--- src/rtl/tmr_pkg.sv ---
// Package: register map, field layout and timing of the 16-bit timer
// Operation
// Count kept as two writable bytes, counts up and wraps to zero.
// Wrap from all ones sets the sticky overflow flag, bit zero.
// Overflow interrupt requested only while its enable bit is set.
// Control bit 1 picks internal instruction clock or external pin.
// Timer mode advances once per instruction cycle, quarter oscillator rate.
// Counter mode advances on rising external edges only.
// Control bit 0 runs the count; cleared, the count holds.
// Capture/compare reset input clears the whole count.
// Control bit 3 enables oscillator; both oscillator pins become inputs.
// Bits 5:4 choose prescale 1:1, 1:2, 1:4 or 1:8.
// Control bits 7:6 read zero and ignore writes.
// Bit 2 set bypasses external input sync; clear synchronises it.
// Sync bit ignored when internal clock is selected.
// Reset clears all control bits: stopped, internal, 1:1, osc off.
// Software rereads high byte after low and repeats on change.
package tmr_pkg;
   localparam logic [7:0] ADDR_COUNT_LO = 8'h0E;
   localparam logic [7:0] ADDR_COUNT_HI = 8'h0F;
   localparam logic [7:0] ADDR_CONTROL = 8'h10;
   localparam logic [7:0] ADDR_IRQ_FLAGS = 8'h0C;
   localparam logic [7:0] ADDR_IRQ_CLEAR = 8'h0D;
   localparam logic [7:0] ADDR_IRQ_ENABLES = 8'h8C;
   localparam int BIT_RUN = 0;
   localparam int BIT_SRC = 1;
   localparam int BIT_SYNC = 2;
   localparam int BIT_OSC = 3;
   localparam int BIT_PS_LO = 4;
   localparam int BIT_PS_HI = 5;
   localparam int BIT_OVF = 0;
   localparam logic [7:0] CONTROL_MASK = 8'h3F;
   localparam logic [7:0] CONTROL_RESET = 8'h00;
   localparam logic [1:0] INSTR_DIV_LAST = 2'h3;

   typedef struct packed {
      logic [1:0] prescale;
      logic osc_enable;
      logic sync_bypass;
      logic clock_source_select;
      logic count_run;
   } control_t;
endpackage

--- src/rtl/timer16.sv ---
// Sixteen-bit timer/counter with prescaler, register port and interrupt
//
// The address-and-strobe port was decided locally.
`timescale 1ns/1ps
module timer16 #(
   parameter int AW = 8
) (
   clk,
   rst,
   addr,
   wdata,
   wr,
   rd,
   rdata,
   ext_clock_pin,
   osc_in_pin,
   ccp_reset,
   osc_out_pin_oe,
   osc_in_pin_oe,
   osc_run,
   irq
);
   input wire logic clk;
   input wire logic rst;
   input wire logic [AW-1:0] addr;
   input wire logic [7:0] wdata;
   input wire logic wr;
   input wire logic rd;
   output logic [7:0] rdata;
   input wire logic ext_clock_pin;
   input wire logic osc_in_pin;
   input wire logic ccp_reset;
   output logic osc_out_pin_oe;
   output logic osc_in_pin_oe;
   output logic osc_run;
   output logic irq;

   initial begin
      if (AW < 8) $error("AW must be at least 8");
   end

   tmr_pkg::control_t ctl_q;
   logic [15:0] count_q;
   logic [2:0] pre_q;
   logic [1:0] qdiv_q;
   logic ovf_q;
   logic ovf_en_q;
   logic ext_s1_q, ext_s2_q, ext_prev_q, ext_raw_prev_q;
   logic src_pin, tick, pre_tick, ext_rise, wrap;

   function automatic logic sel(input logic [AW-1:0] a,
                                input logic [7:0] r);
      sel = (a == AW'(r));
   endfunction

   // ---------------------------------------------------------------
   // Control register
   // ---------------------------------------------------------------
   always_ff @(posedge clk) begin
      if (rst) begin
         ctl_q <= tmr_pkg::control_t'(tmr_pkg::CONTROL_RESET[5:0]);
      end else if (wr && sel(addr, tmr_pkg::ADDR_CONTROL)) begin
         ctl_q <= tmr_pkg::control_t'(wdata[5:0]);
      end
   end

   // ---------------------------------------------------------------
   // Clock source and prescaler
   // ---------------------------------------------------------------
   // Crystal drives osc input; else external clock pin
   assign src_pin = ctl_q.osc_enable ? osc_in_pin : ext_clock_pin;

   always_ff @(posedge clk) begin
      if (rst) begin
         qdiv_q <= 2'h0;
         ext_s1_q <= 1'b0;
         ext_s2_q <= 1'b0;
         ext_prev_q <= 1'b0;
         ext_raw_prev_q <= 1'b0;
      end else begin
         qdiv_q <= qdiv_q + 2'h1;
         ext_s1_q <= src_pin;
         ext_s2_q <= ext_s1_q;
         ext_prev_q <= ext_s2_q;
         ext_raw_prev_q <= src_pin;
      end
   end

   always_comb begin
      if (ctl_q.sync_bypass) begin
         ext_rise = src_pin && !ext_raw_prev_q;
      end else begin
         ext_rise = ext_s2_q && !ext_prev_q;
      end
      if (ctl_q.clock_source_select) begin
         pre_tick = ext_rise;
      end else begin
         pre_tick = (qdiv_q == tmr_pkg::INSTR_DIV_LAST);
      end
      case (ctl_q.prescale)
         2'h0: tick = pre_tick;
         2'h1: tick = pre_tick && pre_q[0];
         2'h2: tick = pre_tick && (pre_q[1:0] == 2'h3);
         default: tick = pre_tick && (pre_q == 3'h7);
      endcase
      tick = tick && ctl_q.count_run;
   end

   always_ff @(posedge clk) begin
      if (rst || ccp_reset) begin
         pre_q <= 3'h0;
      end else if (wr && (sel(addr, tmr_pkg::ADDR_COUNT_LO) ||
                          sel(addr, tmr_pkg::ADDR_COUNT_HI))) begin
         pre_q <= 3'h0;
      end else if (pre_tick && ctl_q.count_run) begin
         pre_q <= pre_q + 3'h1;
      end
   end

   // ---------------------------------------------------------------
   // Count register
   // ---------------------------------------------------------------
   assign wrap = tick && (count_q == 16'hFFFF);

   always_ff @(posedge clk) begin
      if (rst || ccp_reset) begin
         count_q <= 16'h0000;
      end else if (wr && sel(addr, tmr_pkg::ADDR_COUNT_LO)) begin
         count_q[7:0] <= wdata;
      end else if (wr && sel(addr, tmr_pkg::ADDR_COUNT_HI)) begin
         count_q[15:8] <= wdata;
      end else if (tick) begin
         count_q <= count_q + 16'h0001;
      end
   end

   // ---------------------------------------------------------------
   // Interrupt flag and enable
   // ---------------------------------------------------------------
   always_ff @(posedge clk) begin
      if (rst) begin
         ovf_q <= 1'b0;
      end else if (wrap) begin
         ovf_q <= 1'b1;
      end else if (wr && sel(addr, tmr_pkg::ADDR_IRQ_CLEAR) &&
                   wdata[tmr_pkg::BIT_OVF]) begin
         ovf_q <= 1'b0;
      end
   end

   always_ff @(posedge clk) begin
      if (rst) begin
         ovf_en_q <= 1'b0;
      end else if (wr && sel(addr, tmr_pkg::ADDR_IRQ_ENABLES)) begin
         ovf_en_q <= wdata[tmr_pkg::BIT_OVF];
      end
   end

   always_ff @(posedge clk) begin
      if (rst) begin
         irq <= 1'b0;
      end else begin
         irq <= (ovf_q || wrap) && ovf_en_q;
      end
   end

   // ---------------------------------------------------------------
   // Oscillator pins
   // ---------------------------------------------------------------
   always_ff @(posedge clk) begin
      if (rst) begin
         osc_run <= 1'b0;
         osc_in_pin_oe <= 1'b0;
         osc_out_pin_oe <= 1'b0;
      end else begin
         osc_run <= ctl_q.osc_enable;
         osc_in_pin_oe <= 1'b0;
         osc_out_pin_oe <= 1'b0;
      end
   end

   // ---------------------------------------------------------------
   // Read port
   // ---------------------------------------------------------------
   always_ff @(posedge clk) begin
      if (rst) begin
         rdata <= 8'h00;
      end else if (rd) begin
         if (sel(addr, tmr_pkg::ADDR_COUNT_LO)) rdata <= count_q[7:0];
         else if (sel(addr, tmr_pkg::ADDR_COUNT_HI)) begin
            rdata <= count_q[15:8];
         end else if (sel(addr, tmr_pkg::ADDR_CONTROL)) begin
            rdata <= {2'b00, ctl_q};
         end else if (sel(addr, tmr_pkg::ADDR_IRQ_FLAGS)) begin
            rdata <= {7'h00, ovf_q};
         end else if (sel(addr, tmr_pkg::ADDR_IRQ_ENABLES)) begin
            rdata <= {7'h00, ovf_en_q};
         end else rdata <= 8'h00;
      end else begin
         rdata <= 8'h00;
      end
   end
endmodule // timer16

--- config.mk ---
export PLATFORM = sky130hd
export DESIGN_NAME = timer16
export DESIGN_NICKNAME = d
export VERILOG_FILES = /design/src/rtl/tmr_pkg.sv /design/src/rtl/timer16.sv
export SDC_FILE = /design/constraint.sdc
export NUM_CORES = 1
export LEC_CHECK = 0
export ABC_AREA = 0
export BUFFER_PORTS_ARGS = -buffer_cell sky130_fd_sc_hd__buf_2
export CAP_MARGIN = 20
export CORE_UTILIZATION = 45
export DETAILED_ROUTE_END_ITERATION = 8
export PLACE_DENSITY = 0.71
export SYNTH_ARGS = -nofsm -noshare
export SYNTH_HDL_FRONTEND = slang
export SYNTH_SLANG_ARGS = --single-unit
export TNS_END_PERCENT = 30
--- constraint.sdc ---
create_clock -name clk -period 2.6 [get_ports clk]
set_input_delay 0.26 -clock clk [delete_from_list [all_inputs] [get_ports clk]]
set_output_delay 0.26 -clock clk [all_outputs]
set_load 0.03 [all_outputs]
==> results.py <==
metrics = {
    "status": {
        "status": "complete, no violations",
    },
    "sta": {
        "tightest_slew_ps": 937,
        "tns_ps": 0,
        "final.period_utilization_pct": 89.7,
        "slew_viol_final": 0,
        "hold_viol": 0,
        "hold_ws_ps": 252,
        "timing.slew.headroom_pct": 37.4,
        "period_minus_slack_ps": 2330,
        "rsz0062_at_grt": "false",
        "fin_worst_skew_ps": 8.83,
        "setup_viol": 0,
        "timing.fmax_ghz": 0.429,
    },
    "pwr": {
        "comb_power_share_pct": 5.5,
        "power_switching_mw": 0.265,
        "p_int_mw": 0.959,
        "power_density_mw_per_mm2": 478,
        "seqPwrFrac_pct": 53.1,
        "peakVddDrop_mv": 0.274,
        "swShare_pct": 21.7,
        "p_clk_share_pct": 41.4,
        "p_leak_nw": 0.913,
    },
    "logic_synthesis": {
        "synth_top_area_share_pct": 37.2,
        "syn_area_per_cell_sq_um": 8.60,
        "synthTopCellsByArea": "dfxtp_1 37%, nand2_1 5.1%, a21oi_1 4.2%",
        "synth_edf_count": 0,
        "yosysTopAreaCell": "dfxtp_1",
        "synthesis.area_sq_mm": 0.00226,
        "synthCells": 263,
        "ys_seq_area_share_pct": 37.2,
        "synthFlopType": "dfxtp_1",
        "yosys_warnings": 0,
        "synthDistinctLibCells": 55,
        "ys_seq_elements": 42,
        "ys_async_sr_fraction_pct": 0,
    },
    "setup_path": {
        "critical-path-slowest-cell": "or4_1",
        "max_stage_delay_ps": 460,
        "r2r-start": "ctl_q[4]$_SDFFE_PP0P_",
        "cp.arrival_ps": 2550,
        "crit_path_max_fanout": 10,
        "r2r_cells": 7,
        "reg2reg_slack_ps": 270,
        "cp_data_required_time_ps": 2820,
        "cp_cell_sequence": "inv_1 > ha_1 > and2b_2 > a311oi_4 > nand3_4 > or4_1 > a31oi_1",
        "cp-start-kind": "flop",
        "rr_endpoint": "count_q[7]$_SDFFE_PP0P_",
        "endpoint_kind": "flop",
        "worstSetupPathType": "reg2reg",
    },
    "drt": {
        "drc": 0,
        "firstDrtPassIters": 5,
        "final_antenna_net_count": 0,
        "vias_per_cell": 5.73,
        "drtIter0Drc": 184,
        "routedWlPerCell_um": 14.6,
        "wl_um": 5310,
        "dr_total_vias": 2084,
    },
    "worst_hold_path": {
        "hold_end": "ext_raw_prev_q$_SDFF_PP0_",
        "min_from": "ext_clock_pin",
        "whs_path_depth": 3,
        "min_path_type": "in2reg",
    },
    "cells_and_area": {
        "finalInstanceArea_sq_mm": 0.00256,
        "layout-drive-gt1-share_pct": 19.9,
        "area_growth_syn_to_layout_pct": 13.3,
        "n_fill_cell": 457,
        "diodes": 0,
        "fin_nets": 326,
    },
    "placed_design": {
        "place_area_sq_mm": 0.00246,
        "hpwlAfterDp_um": 3990,
        "gp_congestion": 0.882,
        "port_buffers": 32,
    },
    "clock_tree": {
        "postCtsSetupBuffers": 0,
        "cts-root-buf": "clkbuf_8",
        "numCtsBuffers": 5,
        "htreeDepth": 2,
        "clockBufferDepth": 2,
        "path_clk_slew_ps": 80,
        "tritoncts": "built",
        "clock-sinks": 42,
        "ctsHoldBuffers": 0,
        "post_cts_resized": 0,
        "clk_latency_ps": 290,
    },
    "floorplanning": {
        "fp.dieH_um": 72.9,
        "io_pins": 35,
        "dieArea_sq_mm": 0.00531,
        "die_w_um": 72.9,
        "core-area_sq_mm": 0.00479,
        "start_util_pct": 47.2,
        "num_rows": 25,
    },
    "global_route": {
        "grt_busiest_layer": "met2",
        "gr-usage-all-layers_pct": 21.7,
        "grt.met1_usage_pct": 29.6,
        "grt_use_met2_pct": 34.3,
        "grt_pass1_wl_um": 8830,
        "grt_max_degree": 23,
        "grt-ovfl-total": 0,
        "antenna_found_initial": 0,
        "grt_pass1_vias": 1876,
        "use_met3_pct": 4.14,
    },
    "run": {
        "drv_cap": 0,
    },
}
[logic make-up after synthesis]
logic type                 share of synthesized area, %
other                                             0.166
buffers and inverters                              5.64
and+or+nand+nor                                    29.5
DFF                                                37.2
adders and majority gates                          3.87
AOI/OAI and AO/OA                                  19.4
muxes                                              2.66
xor gates and xnor gates                           1.55
[power groups by stage]
stage | clock [mW] | sequential [mW] | combinational [mW]
after floorplan | 0 | 0.664 | 0.0378
after global placement | 0 | 0.665 | 0.0672
after detailed placement | 0 | 0.665 | 0.0677
after CTS | 0.516 | 0.650 | 0.0680
after global routing | 0.545 | 0.650 | 0.0753
final | 0.507 | 0.650 | 0.0679
[flip-flops by register name (all words and copies together) (netlist names), 2 cells and up]
signal and flops:
count_q 16, ctl_q 6, pre_q 3, qdiv_q 2
rdata 8
[cell type report]
type                            count  area, sq um  share of cell area (%)
Clock buffer                        7         76.3                    2.98
Clock inverter                      1         30.0                    1.17
Inverter                            8         30.0                    1.17
Multi-Input combinational cell    201         1300                    50.6
Sequential cell                    42          841                    32.8
Tap cell                           67         83.8                    3.27
Timing Repair Buffer               38          205                    8.01
[worst max path at each step]
stage,from,endpoint,cells after the start,slack (ps)
after global routing,ctl_q[4]$_SDFFE_PP0P_,count_q[7]$_SDFFE_PP0P_,7,110
after detailed placement,ctl_q[4]$_SDFFE_PP0P_,count_q[7]$_SDFFE_PP0P_,7,300
after floorplan,ctl_q[4]$_SDFFE_PP0P_,count_q[3]$_SDFFE_PP0P_,7,380
after global placement,ctl_q[4]$_SDFFE_PP0P_,count_q[4]$_SDFFE_PP0P_,7,350
final,ctl_q[4]$_SDFFE_PP0P_,count_q[7]$_SDFFE_PP0P_,7,270
after CTS,ctl_q[4]$_SDFFE_PP0P_,count_q[7]$_SDFFE_PP0P_,7,280
[cells in the final DEF, fill, tap and decap left out, types with 3 or more instances in the layout]
cell type and instances:
nand3_1 14, nand2b_1 3, a22oi_1 9, and4_1 4, nor2_1 20, dfxtp_1 42, or3_2 3, mux2i_1 6
nor3_1 7, nand2_1 31, a31oi_1 5, buf_4 6, buf_2 32, inv_1 8, ha_1 7, a21oi_1 19
a32o_1 3, clkbuf_8 5, nor2b_1 4, xor2_1 3, nand4_1 9, o21ai_0 15
[Yosys cell counts (all sizes together), types with 3 or more instances]
cell / instances
buf: 9
nor3: 10
a21oi: 20
a32o: 3
mux2i: 6
and2: 3
nor2: 20
nand2: 31
nor2b: 4
clkbuf: 3
xor2: 3
inv: 8
and4: 4
nand4: 9
ha: 7
nand2b: 3
a22oi: 9
or3: 5
nand3: 15
o21ai: 15
dfxtp: 42
a31oi: 5
[metal layers]
metal  vias to the layer above  wire length [um]
li1                       1028                 -
met1                       968              2390
met2                        81              2480
met3                         7               381
met4                         0                57
met5                         -                 0
[worst max-delay path: cells and delay by family, from the launching register on]
kind / cells / cell delay, ps
AO/OA/AOI/OAI: 2 / 630
adder cells (fa/ha/maj): 1 / 310
buffers and inverters: 1 / 80
flip-flops: 1 / 380
AND/OR/NAND/NOR: 3 / 860
[stage by stage]
| step | worst slack, ps | util [%] | power (mW) | std cells |
|---|---|---|---|---|
| detailed placement | 295 | 51.3 | 0.733 | 356 |
| CTS | 276 | 53.5 | 1.23 | 364 |
| global route | 110 | 53.5 | 1.27 | 364 |
| finish | 267 | 53.5 | 1.22 | 364 |
| global placement | 347 | 51.3 | 0.732 | 356 |
| floorplan | 376 | - | 0.702 | 264 |
Note: power is estimated with default switching activity, not from simulation.
